## src/ipsig_pkg.sv

```systemverilog
// Package: constants and types for the interrupt pin signalling block
package ipsig_pkg;

  // ----------------------------------------------------------------
  // Service table positions (interrupt numbers)
  // ----------------------------------------------------------------
  localparam logic [3:0] IPSIG_NUM_RESET = 4'h0;
  localparam logic [3:0] IPSIG_NUM_NMI = 4'h1;
  localparam logic [3:0] IPSIG_NUM_EXT4 = 4'h4;
  localparam logic [3:0] IPSIG_NUM_EXT5 = 4'h5;
  localparam logic [3:0] IPSIG_NUM_EXT6 = 4'h6;
  localparam logic [3:0] IPSIG_NUM_EXT7 = 4'h7;

  // ----------------------------------------------------------------
  // Reset values and counts
  // ----------------------------------------------------------------
  localparam logic [3:0] IPSIG_NUM_RST = 4'h0;
  localparam logic [15:0] IPSIG_PEND_RST = 16'h0000;
  localparam logic [4:0] IPSIG_PIN_RST = 5'h00;
  localparam int IPSIG_PINS = 5;
  localparam int IPSIG_SOURCES = 16;

  // ----------------------------------------------------------------
  // Acknowledge sequencer states
  // ----------------------------------------------------------------
  typedef enum logic [1:0] {
    IPSIG_IDLE = 2'b01,
    IPSIG_ACK = 2'b10
  } ipsig_state_t;

endpackage : ipsig_pkg

```

## src/ipsig_edge.sv

```systemverilog
// Module: two-flop synchroniser with rising edge detector for the interrupt pins
`timescale 1ns/1ps
module ipsig_edge (
  // Clock and reset
  input wire logic sys_clk,
  input wire logic reset,
  // Asynchronous pins
  input wire logic [ipsig_pkg::IPSIG_PINS-1:0] pin_async,
  // Rising edge pulses
  output logic [ipsig_pkg::IPSIG_PINS-1:0] rise
);

  logic [ipsig_pkg::IPSIG_PINS-1:0] meta;
  logic [ipsig_pkg::IPSIG_PINS-1:0] sync;
  logic [ipsig_pkg::IPSIG_PINS-1:0] prev;
  wire [ipsig_pkg::IPSIG_PINS-1:0] next_rise;

  assign next_rise = sync & ~prev;

  always_ff @(posedge sys_clk) begin
    if (reset) begin
      meta <= ipsig_pkg::IPSIG_PIN_RST;
      sync <= ipsig_pkg::IPSIG_PIN_RST;
      prev <= ipsig_pkg::IPSIG_PIN_RST;
      rise <= ipsig_pkg::IPSIG_PIN_RST;
    end else begin
      meta <= pin_async;
      sync <= meta;
      prev <= sync;
      rise <= next_rise;
    end
  end

endmodule : ipsig_edge

```

## src/ipsig_top.sv

```systemverilog
// Module: interrupt pin signalling, edge capture and acknowledge/number outputs
//
// What this block does
// - Pins request only on rising edges
// - Acknowledge pulses when servicing any interrupt
// - Four-line number names serviced interrupt
// - Number valid during acknowledge, internal too
// - Number equals service table position
`timescale 1ns/1ps
module ipsig_top (
  // Clock and reset
  input wire logic sys_clk,
  input wire logic reset,
  // Interrupt pins
  input wire logic nmi_in,
  input wire logic external_interrupt_line_4,
  input wire logic external_interrupt_line_5,
  input wire logic external_interrupt_line_6,
  input wire logic external_interrupt_line_7,
  // Internal peripheral requests, one-cycle pulses, indexed by table position
  input wire logic [15:0] internal_request,
  // CPU service handshake
  input wire logic service_start,
  // Pending sources toward the CPU
  output logic [15:0] pending,
  // Acknowledge and number
  output logic interrupt_acknowledge_out,
  output logic active_interrupt_number_bit3,
  output logic active_interrupt_number_bit2,
  output logic active_interrupt_number_bit1,
  output logic active_interrupt_number_bit0
);

  // ------------------------------------------------------------
  // Shared decoders
  // ------------------------------------------------------------
  // One-hot mask of a service table position
  function automatic logic [15:0] ipsig_bit(input logic [3:0] pos);
    logic [15:0] mask;
    case (pos)
      4'h0: mask = 16'h0001;
      4'h1: mask = 16'h0002;
      4'h2: mask = 16'h0004;
      4'h3: mask = 16'h0008;
      4'h4: mask = 16'h0010;
      4'h5: mask = 16'h0020;
      4'h6: mask = 16'h0040;
      4'h7: mask = 16'h0080;
      4'h8: mask = 16'h0100;
      4'h9: mask = 16'h0200;
      4'hA: mask = 16'h0400;
      4'hB: mask = 16'h0800;
      4'hC: mask = 16'h1000;
      4'hD: mask = 16'h2000;
      4'hE: mask = 16'h4000;
      4'hF: mask = 16'h8000;
      default: mask = 16'h0000;
    endcase
    return mask;
  endfunction : ipsig_bit

  // Lowest pending position, position 0 first
  function automatic logic [3:0] ipsig_first(input logic [15:0] req);
    logic [3:0] idx;
    if (req[0]) begin
      idx = 4'h0;
    end else if (req[1]) begin
      idx = 4'h1;
    end else if (req[2]) begin
      idx = 4'h2;
    end else if (req[3]) begin
      idx = 4'h3;
    end else if (req[4]) begin
      idx = 4'h4;
    end else if (req[5]) begin
      idx = 4'h5;
    end else if (req[6]) begin
      idx = 4'h6;
    end else if (req[7]) begin
      idx = 4'h7;
    end else if (req[8]) begin
      idx = 4'h8;
    end else if (req[9]) begin
      idx = 4'h9;
    end else if (req[10]) begin
      idx = 4'hA;
    end else if (req[11]) begin
      idx = 4'hB;
    end else if (req[12]) begin
      idx = 4'hC;
    end else if (req[13]) begin
      idx = 4'hD;
    end else if (req[14]) begin
      idx = 4'hE;
    end else if (req[15]) begin
      idx = 4'hF;
    end else begin
      idx = ipsig_pkg::IPSIG_NUM_RST;
    end
    return idx;
  endfunction : ipsig_first

  // ------------------------------------------------------------
  // Pin edge capture
  // ------------------------------------------------------------
  wire [ipsig_pkg::IPSIG_PINS-1:0] pin_vec;
  wire [ipsig_pkg::IPSIG_PINS-1:0] pin_rise;

  assign pin_vec = {external_interrupt_line_7, external_interrupt_line_6, external_interrupt_line_5,
                    external_interrupt_line_4, nmi_in};

  ipsig_edge u_edge (
    .sys_clk(sys_clk),
    .reset(reset),
    .pin_async(pin_vec),
    .rise(pin_rise)
  );

  // ------------------------------------------------------------
  // Pin requests at their table positions
  // ------------------------------------------------------------
  wire [15:0] nmi_req;
  wire [15:0] ext4_req;
  wire [15:0] ext5_req;
  wire [15:0] ext6_req;
  wire [15:0] ext7_req;
  wire [15:0] pin_req;

  assign nmi_req = ipsig_bit(ipsig_pkg::IPSIG_NUM_NMI) & {16{pin_rise[0]}};
  assign ext4_req = ipsig_bit(ipsig_pkg::IPSIG_NUM_EXT4) & {16{pin_rise[1]}};
  assign ext5_req = ipsig_bit(ipsig_pkg::IPSIG_NUM_EXT5) & {16{pin_rise[2]}};
  assign ext6_req = ipsig_bit(ipsig_pkg::IPSIG_NUM_EXT6) & {16{pin_rise[3]}};
  assign ext7_req = ipsig_bit(ipsig_pkg::IPSIG_NUM_EXT7) & {16{pin_rise[4]}};
  assign pin_req = nmi_req | ext4_req | ext5_req | ext6_req | ext7_req;

  // ------------------------------------------------------------
  // Service selection
  // ------------------------------------------------------------
  wire [15:0] new_req;
  wire any_pending;
  wire take;
  wire [3:0] next_num;
  wire [15:0] serviced_bit;

  assign new_req = pin_req | internal_request;
  assign any_pending = |pending;
  assign take = service_start & any_pending;
  assign next_num = ipsig_first(pending);
  assign serviced_bit = take ? ipsig_bit(next_num) : ipsig_pkg::IPSIG_PEND_RST;

  // ------------------------------------------------------------
  // Pending set
  // ------------------------------------------------------------
  wire [15:0] next_pending;

  // New request wins over the service clear
  assign next_pending = (pending & ~serviced_bit) | new_req;

  always_ff @(posedge sys_clk) begin
    if (reset) begin
      pending <= ipsig_pkg::IPSIG_PEND_RST;
    end else begin
      pending <= next_pending;
    end
  end

  // ------------------------------------------------------------
  // Acknowledge sequencer
  // ------------------------------------------------------------
  ipsig_pkg::ipsig_state_t state;
  ipsig_pkg::ipsig_state_t next_state;
  wire next_ack;

  always_comb begin
    case (state)
      ipsig_pkg::IPSIG_IDLE: next_state = take ? ipsig_pkg::IPSIG_ACK : ipsig_pkg::IPSIG_IDLE;
      ipsig_pkg::IPSIG_ACK: next_state = take ? ipsig_pkg::IPSIG_ACK : ipsig_pkg::IPSIG_IDLE;
      default: next_state = ipsig_pkg::IPSIG_IDLE;
    endcase
  end

  assign next_ack = (next_state == ipsig_pkg::IPSIG_ACK);

  always_ff @(posedge sys_clk) begin
    if (reset) begin
      state <= ipsig_pkg::IPSIG_IDLE;
    end else begin
      state <= next_state;
    end
  end

  // ------------------------------------------------------------
  // Acknowledge output
  // ------------------------------------------------------------
  // One acknowledge cycle per serviced interrupt, pins and internal alike
  always_ff @(posedge sys_clk) begin
    if (reset) begin
      interrupt_acknowledge_out <= 1'h0;
    end else begin
      interrupt_acknowledge_out <= next_ack;
    end
  end

  // ------------------------------------------------------------
  // Interrupt number
  // ------------------------------------------------------------
  logic [3:0] num;

  // Loaded with each take, held until the next
  always_ff @(posedge sys_clk) begin
    if (reset) begin
      num <= ipsig_pkg::IPSIG_NUM_RST;
    end else if (take) begin
      num <= next_num;
    end
  end

  assign active_interrupt_number_bit3 = num[3];
  assign active_interrupt_number_bit2 = num[2];
  assign active_interrupt_number_bit1 = num[1];
  assign active_interrupt_number_bit0 = num[0];

endmodule : ipsig_top

```

## config.mk

```make
export PLATFORM = sky130hd
export DESIGN_NAME = ipsig_top
export DESIGN_NICKNAME = d
export VERILOG_FILES = /design/src/ipsig_pkg.sv /design/src/ipsig_edge.sv /design/src/ipsig_top.sv
export SDC_FILE = /design/constraint.sdc
export NUM_CORES = 1
export LEC_CHECK = 0
export BUFFER_PORTS_ARGS = -buffer_cell sky130_fd_sc_hd__buf_2
export CORE_AREA = 3 3 93 68
export CTS_BUF_LIST = sky130_fd_sc_hd__clkbuf_8
export CTS_CLUSTER_DIAMETER = 100
export DETAILED_ROUTE_END_ITERATION = 6
export DIE_AREA = 0 0 96 71
export GPL_TIMING_DRIVEN = 0
export PLACE_DENSITY_LB_ADDON = 0.25
export SYNTH_ARGS = -nofsm -noshare
export SYNTH_HDL_FRONTEND = slang
export SYNTH_SLANG_ARGS = --single-unit
```

## constraint.sdc

```tcl
create_clock -name sys_clk -period 2.2 [get_ports sys_clk]
set_clock_uncertainty 0.1 [all_clocks]
set_input_delay 0.33 -clock sys_clk [delete_from_list [all_inputs] [get_ports sys_clk]]
set_output_delay 0.33 -clock sys_clk [all_outputs]
set_load 0.1 [all_outputs]
```

* After elaboration in Yosys (flattened, before gate mapping)
Memories as Yosys holds them, arrays and structs flattened.
Index checks and enable logic that the tools add are counted.
W data, S select, Z words.
** Word-level totals
- Memories :: 1
- RAM bits :: 0
- Output and inout bits :: 21
- Bits in read-only memories :: 256
- Input port bits :: 24
- Register bits after elaboration :: 43
- Latch bits :: 0
- Word-level logic and storage cells :: 44
** Memory list
- (name not given) :: depth 16, width 16, rd ports 1, clocked after Yosys merged registers in 0, write ports 0, line ipsig_top.sv:40 : case (pos)
** Operators by class
- Bitwise gates (word level) :: 11
- $add $sub $neg :: 0
- Shift-type cells :: 0
- Div/mod/pow operators :: 0
- Reductions and logical operators :: 2
- Equality and inequality tests :: 3
- Muxes and demuxes :: 19
- $lt $le $gt $ge :: 0
- $mul :: 0
** Operators by type and width (number)
- $mux W4 :: 16
- $and A16 B16 Y16 :: 1
- $mux W16 :: 1
- $not A16 Y16 :: 1
- $or A16 B16 Y16 :: 1
- $or A8 B16 Y16 :: 1
- $reduce_or A16 Y1 :: 1
- $or A7 B8 Y8 :: 1
- $or A6 B7 Y7 :: 1
- $or A5 B6 Y6 :: 1
- $and A5 B5 Y5 :: 1
- $not A5 Y5 :: 1
- $or A2 B5 Y5 :: 1
- $eq A2 B2 Y1 const B :: 2
- $mux W2 :: 2
- $eq A2 B1 Y1 const B :: 1
- $reduce_or A2 Y1 :: 1
- $and A1 B1 Y1 :: 1

* Longest topological paths before layout
Gate-level depths: netlist of run 1.
An unclocked memory read counts as a cell.
- Word-level depth :: 21
- Depth in mapped cells :: 6
- Depth with buffers taken out :: 5

* Hierarchy
A second synthesis of run 1 with hierarchy kept.
** Second synthesis, totals
- Cell total of the unflattened synthesis :: 167
- Area, all modules :: 1667.8 µm²
** Modules (own cells, without submodules)
- ipsig_top :: times used 1, seq. area each 440.4 µm², cells an instance 125, area each 1072.3 µm²
- ipsig_edge :: times used 1, seq. area each 400.4 µm², cells an instance 42, area each 595.6 µm²

* Worst setup path before layout of run 1
OpenSTA, ideal clock, no wires.
- Path type :: reg2reg
- From :: register pending[5]
- To :: register pending[13]
- Path slack :: -449 ps
- Setup time :: 132 ps
- Stages on the path, launching flop included :: 6
- Arrival time :: 2417 ps
- Data required time :: 1968 ps
- Path buffers :: 0
- Clock period less this slack :: 2649 ps
- Path through :: dfxtp_1 -> nor2b_1 -> or4_4 -> a221o_1 -> o41ai_2 -> a21oi_1
** Between the ends
- Cells in the longest elaborated chain, start to end :: 11
- Elaborated cells between the ends (all ways) :: 13
- Classes of those cells :: mux (7); bitwise (4); reduce/logical (1); memory (1)
** Ends and longest elaborated chain
- from (decl) :: line ipsig_top.sv:25 : output logic [15:0] pending,
- from (signal assigned) :: line ipsig_top.sv:161 : pending <= ipsig_pkg::IPSIG_PEND_RST;
- from (signal assigned) :: line ipsig_top.sv:163 : pending <= next_pending;
- $mux W4 :: line ipsig_top.sv:75 : end else if (req[5]) begin
- $mux W4 :: line ipsig_top.sv:73 : end else if (req[4]) begin
- $mux W4 :: line ipsig_top.sv:71 : end else if (req[3]) begin
- $mux W4 :: line ipsig_top.sv:69 : end else if (req[2]) begin
- $mux W4 :: line ipsig_top.sv:67 : end else if (req[1]) begin
- $mux W4 :: line ipsig_top.sv:65 : if (req[0]) begin
- $mem_v2 Z16 W16
- $mux W16 (*) :: line ipsig_top.sv:149 : assign serviced_bit = take ? ipsig_bit(next_num) : ipsig_pkg::IPSIG_PEND_RST;
- $not A16 Y16 (*) :: line ipsig_top.sv:157 : assign next_pending = (pending & ~serviced_bit) | new_req;
- $and A16 B16 Y16 (*) :: line ipsig_top.sv:157
- $or A16 B16 Y16 (*) :: line ipsig_top.sv:157
Mark *: on every way between the ends. The rest lies on a longest branch, timed or not.
A chain may end at the register's enable or synchronous reset.

* Final worst setup path of run 1
- From :: register pending[7]
- To :: register pending[12]
** Between the ends
- Cells in the longest elaborated chain, start to end :: 13
- Elaborated cells between the ends (all ways) :: 15
- Classes of those cells :: mux (9); bitwise (4); reduce/logical (1); memory (1)
** Ends and longest elaborated chain
- $mux W4 :: line ipsig_top.sv:79 : end else if (req[7]) begin
- $mux W4 :: line ipsig_top.sv:77 : end else if (req[6]) begin
- $mux W4 :: line ipsig_top.sv:75
- $mux W4 :: line ipsig_top.sv:73
- $mux W4 :: line ipsig_top.sv:71
- $mux W4 :: line ipsig_top.sv:69
- $mux W4 :: line ipsig_top.sv:67
- $mux W4 :: line ipsig_top.sv:65
- $mem_v2 Z16 W16
- $mux W16 (*) :: line ipsig_top.sv:149
- $not A16 Y16 (*) :: line ipsig_top.sv:157
- $and A16 B16 Y16 (*) :: line ipsig_top.sv:157
- $or A16 B16 Y16 (*) :: line ipsig_top.sv:157
Marks and branches as above.

==> results of run 1 <==
per-stage QoR:
stage	power, uW	setup TNS [ns]	cell area (um^2)
3_3_place_gp	1300	-0.0697	1970
6_report	1900	0	2090
4_1_cts	1930	0	2090
2_1_floorplan	1210	0	1670
5_1_grt	2000	0	2090
3_5_place_dp	1300	-0.0366	1970
power groups by stage:
stage | Combinational, uW | Clock [uW] | Sequential [uW]
2_1_floorplan | 135 | 0 | 1070
3_3_place_gp | 428 | 0 | 870
3_5_place_dp | 429 | 0 | 871
4_1_cts | 431 | 644 | 853
5_1_grt | 457 | 680 | 861
6_report | 428 | 620 | 854
registers in the layout (all words and copies together), names as in the netlist:
register	count
state	2
u_edge.prev	5
u_edge.meta	5
u_edge.sync	5
num	4
u_edge.rise	5
pending	16
timing repair:
action / in CTS / in global routing
resized for setup: 1 / 0
setup endpoints to repair: 2 / 0
setup buffers: 0 / 0
metal layers:
layer / up-vias / GRT usage, %
met5: - / 0
met4: 0 / 3.31
met3: 2 / 4.14
met2: 41 / 18.1
met1: 660 / 17.7
li1: 740 / -
worst max path at each step:
stage | startpoint | to | cells past startpoint
final | pending[7]$_SDFF_PP0_ | pending[12]$_SDFF_PP0_ | 6
after global placement | pending[7]$_SDFF_PP0_ | pending[12]$_SDFF_PP0_ | 6
after floorplan | pending[1]$_SDFF_PP0_ | pending[12]$_SDFF_PP0_ | 6
after CTS | pending[7]$_SDFF_PP0_ | pending[12]$_SDFF_PP0_ | 6
after detailed placement | pending[7]$_SDFF_PP0_ | pending[12]$_SDFF_PP0_ | 6
after global routing | pending[6]$_SDFF_PP0_ | pending[4]$_SDFF_PP0_ | 5
cell type report:
type / count / area, um^2 / area share (%)
well taps: 75 / 93.8 / 4.48
repair buffers: 42 / 210 / 10.0
clock inverters: 3 / 43.8 / 2.09
inverters: 9 / 33.8 / 1.61
multi-input cells: 124 / 748 / 35.7
plain buffers: 7 / 33.8 / 1.61
flip-flops and latches: 42 / 861 / 41.1
clock buffers: 5 / 68.8 / 3.29
cell families after synthesis:
family                    count (synthesis)  synth area share, %
and+or+nand+nor                          84                 27.0
DFF                                      42                 51.1
buffers and inverters                    16                 4.11
xor gates and xnor gates                  1                0.533
AOI/OAI and AO/OA                        39                 17.2
cell usage in the layout, fill, tap and decap left out, drive strengths merged, types with 3 or more instances in the layout:
| master | count |
|---|---|
| o21ai | 6 |
| nor3 | 13 |
| nor2 | 22 |
| dfxtp | 42 |
| a211oi | 5 |
| nor2b | 23 |
| buf | 45 |
| clkbuf | 9 |
| o21a | 3 |
| a21oi | 9 |
| inv | 10 |
| nor4 | 6 |
| nand2 | 9 |
==> flow_summary.toml, run 1 <==
[power]
p_leak_uw = 0.000871
netSwitchingFraction_pct = 34.2
sequentialPowerShare_pct = 44.9
pwr-share-comb_pct = 22.5
p_sw_uw = 651
ir_drop_v = 0.000328
internal_power_uw = 1250
p_clk_share_pct = 32.6
pwr_density_cell_nw_per_um2 = 908

[worst_setup_path]
cp.arrival_ns = 2.12
worstSetupPathType = "reg -> reg"
crit_buf_inv = 1
cpMaxStageDelayCell = "or3_2"
start_kind = "register"
worstPathCellList = "buf_6 -> or3_2 -> nor3_1 -> a221oi_2 -> o41ai_1 -> a21oi_1"
crit_family = "simple AND/OR/NAND/NOR gates"
critPathRequiredTime_ns = 2.27
crit_path_end_kind = "register"
cpPeakStageDelay_ns = 0.44
r2r_start = "pending[7]$_SDFF_PP0_"
ff2ff_setup_slack_ns = 0.15
r2r_cells = 6
crit_fanout = 8
rr_endpoint = "pending[12]$_SDFF_PP0_"

[synth]
synth_edf_count = 0
synth_area_um2 = 1640
yosysTopAreaCell = "dfxtp_1"
synth_warnings = 0
yosysMostFrequentCell = "dfxtp_1"
seq_area_frac_synth_pct = 51.1
syn_nets = 206
synth_top_flop_cell = "dfxtp_1"
yosysTopAreaCellShare_pct = 51.1
ys_ff_latch = 42
netlist_top_cells_count = "dfxtp_1, nor2b_1, nor2_1"
syn_area_per_cell_um2 = 9.03
synthArstFlopShare_pct = 0
synth.distinct_cells = 39
synthTopCellsByArea = "dfxtp_1, nor2b_1, nor2_1"
syn_inst = 182

[clock_network]
root_buffer = "clkbuf_8"
cts_buffers = 5
cts_max_level = 2
cts_buffer_depth = 2
hold_buffers = 0
insertion_delay_ns = 0.29
cts_sinks = 42
cts_tree = "built"
clk_pin_slew_ns = 0.09

[routing]
vias = 1443
wl_per_cell_um = 13.0
m1WireLength_um = 1970
drtPass1Iterations = 4
top_layer = "met4"
drtIter0Drc = 38
routed-wl-met2_um = 1690
routed_wl_um = 4000
drc = 0
ant_nets = 0
viasPerCell = 4.70
dr_wl_met3_um = 312

[hold_path]
hp-start = "nmi_in"
hold_path_class = "in -> reg"
min_path_cells = 2
worst_hold_path.endpoint = "u_edge.meta[0]$_SDFF_PP0_"

[cells_and_area]
nFillCells = 595
layout-drive-gt1-share_pct = 29.7
fin_cells = 307
syn_to_final_growth_pct = 27.3
nNetsFinal = 255
antennaDiodeCount = 0
fin_util_pct = 37.3

[timing]
hold_slack_ns = 0.144
rsz0062_at_grt = "false"
worst_slew_pin_slew_ns = 0.700
setup_viol = 0
slew_headroom_pct = 52.9
drv_slew = 0
worst_slack_ns = 0.149
fin_crit_sh_pct = 93.2
hold_viol = 0
max_freq_mhz = 487
period_minus_slack_ns = 2.05

[global_route]
grt_use_total_pct = 12.5
grt_pass1_wl_um = 6530
grt_pass1_vias = 1366
grt_antenna_before_repair = 0
grt_overflow = 0
grt_start_max_net_pins = 15

[floorplanning]
io_pins = 45
die_x_um = 96
fp.dieArea_um2 = 6820
core_area_um2 = 5610
die_h_um = 71
initial_core_util_pct = 29.3
rows = 23

[run_status]
status = "finished clean"

[placed_design]
dp_slack_ns = -0.0366
portBuffers = 42
hpwl_um = 2980
dp.cells = 299
gp_congestion = 0.821

[job]
maxCapViolCount = 0
(Power assumes the default switching activity.)
==> run 2, diff against run 1 <==
--- a/config.mk
+++ b/config.mk
@@ -6,11 +6,11 @@
 export NUM_CORES = 1
 export LEC_CHECK = 0
 export BUFFER_PORTS_ARGS = -buffer_cell sky130_fd_sc_hd__buf_2
-export CORE_AREA = 3 3 93 68
+export CORE_AREA = 3 3 79 81
 export CTS_BUF_LIST = sky130_fd_sc_hd__clkbuf_8
 export CTS_CLUSTER_DIAMETER = 100
 export DETAILED_ROUTE_END_ITERATION = 6
-export DIE_AREA = 0 0 96 71
+export DIE_AREA = 0 0 82 84
 export GPL_TIMING_DRIVEN = 0
 export PLACE_DENSITY_LB_ADDON = 0.25
 export SYNTH_ARGS = -nofsm -noshare
==> flow_summary.toml, run 2 (synthesis results as in run 1) <==
[run_status]
status = "finished clean"

[placed_design]
gp_congestion = 0.800
dp.cells = 296
hpwl_um = 2990
portBuffers = 42
dp_slack_ns = -0.0473

[worst_setup_path]
crit_family = "compound AO/OA/AOI/OAI gates"
worstPathCellList = "nor2b_1 -> or4_4 -> a221oi_2 -> o41ai_1 -> a21oi_1"
cp_num_cells = 5
cp.arrival_ns = 2.20
worstSetupPathType = "reg -> reg"
start_kind = "register"
cpMaxStageDelayCell = "a221oi_2"
crit_path_end_kind = "register"
crit_buf_inv = 0
cpPeakStageDelay_ns = 0.58
r2r_start = "pending[6]$_SDFF_PP0_"
rr_endpoint = "pending[12]$_SDFF_PP0_"
ff2ff_setup_slack_ns = 0.13
critPathRequiredTime_ns = 2.33
r2r_cells = 5
crit_fanout = 6

[job]
maxCapViolCount = 0

[cells_and_area]
nNetsFinal = 255
largest_register_ffs = 16
antennaDiodeCount = 0
final_cell_mix = "buf_2, dfxtp_1, nor2b_1, nor2_1, nor3_1"
layout-drive-gt1-share_pct = 29.7
largest-register = "pending"
syn_to_final_growth_pct = 27.8
mostFrequentLayoutCell = "buf_2"
nFillCells = 588
fin_cells = 304

[global_route]
grt_pass1_wl_um = 6560
grt_start_max_net_pins = 14
grt_overflow = 0
grt_pass1_vias = 1371
grt_use_total_pct = 12.4
grt_antenna_before_repair = 0

[routing]
routed_wl_um = 4100
vias = 1463
viasPerCell = 4.81
drc = 0
drtPass1Iterations = 4
wl_per_cell_um = 13.5
drtIter0Drc = 93
ant_nets = 0

[hold_path]
worst_hold_path.endpoint = "u_edge.meta[0]$_SDFF_PP0_"
hold_path_class = "in -> reg"
min_path_cells = 2
hp-start = "nmi_in"

[clock_network]
root_buffer = "clkbuf_8"
cts_buffer_depth = 2
insertion_delay_ns = 0.29
post-cts-setup-buffer-count = 0
cts_max_level = 2
hold_buffers = 0
clk_pin_slew_ns = 0.08
cts_tree = "built"
cts_sinks = 42
cts_buffers = 5

[timing]
hold_viol = 0
setup_viol = 0
max_freq_mhz = 483
fin_crit_sh_pct = 94.2
rsz0062_at_grt = "false"
drv_slew = 0
period_minus_slack_ns = 2.07
slew_headroom_pct = 45.5
setup-tns-final_ns = 0
worst_slew_pin_slew_ns = 0.811
worst_slack_ns = 0.128

[floorplanning]
rows = 27
initial_core_util_pct = 29.7
fp.dieArea_um2 = 6890
die_h_um = 84
core_area_um2 = 5540
die_x_um = 82
io_pins = 45

[power]
pwr_density_cell_nw_per_um2 = 899
p_leak_uw = 0.000871
ir_drop_v = 0.000333
run 2: power by group:
group          internal (uW)  switching (uW)
logic                    105             328
clock network            334             265
registers                807            49.3
run 2: per-layer routing:
metal,vias to the layer above,share of wire (%),GRT usage (%)
li1,742,-,-
met2,45,44,18.8
met4,0,1.9,4.98
met3,9,7.7,4.10
met1,667,47,16.1
met5,-,0,0
run 2: metrics by stage:
step / instance area (um^2) / util [%] / hold slack [ns] / power (uW)
after floorplan: 1670 / - / 0.267 / 1210
after global placement: 1970 / 35.6 / 0.271 / 1300
after detailed placement: 1970 / 35.6 / 0.272 / 1300
after CTS: 2090 / 37.7 / 0.129 / 1900
after global routing: 2100 / 37.9 / 0.137 / 1970
final: 2100 / 37.9 / 0.143 / 1890
run 2: worst max-delay path by stage:
stage | slack (ns) | startpoint | end
detailed placement | -0.05 | pending[7]$_SDFF_PP0_ | pending[12]$_SDFF_PP0_
floorplan | 0.01 | pending[1]$_SDFF_PP0_ | pending[12]$_SDFF_PP0_
CTS | 0.15 | pending[7]$_SDFF_PP0_ | pending[12]$_SDFF_PP0_
global placement | -0.03 | pending[7]$_SDFF_PP0_ | pending[12]$_SDFF_PP0_
finish | 0.13 | pending[6]$_SDFF_PP0_ | pending[12]$_SDFF_PP0_
global route | 0.01 | pending[6]$_SDFF_PP0_ | pending[12]$_SDFF_PP0_
run 2: layout make-up:
cell class | instances | area [um^2] | area share [%]
clock buffer | 5 | 68.8 | 3.28
timing repair buffer | 42 | 210 | 10.0
sequential | 42 | 861 | 41.0
buffer | 7 | 33.8 | 1.61
tap | 72 | 90.1 | 4.29
multi-input combinational | 124 | 762 | 36.3
inverter | 9 | 33.8 | 1.61
clock inverter | 3 | 41.3 | 1.97
run 2: repair_timing:
action,in CTS,in global routing
hold endpoints to repair,0,0
gates resized for setup,1,2
pin swaps,0,0
endpoints found under the setup margin,2,1
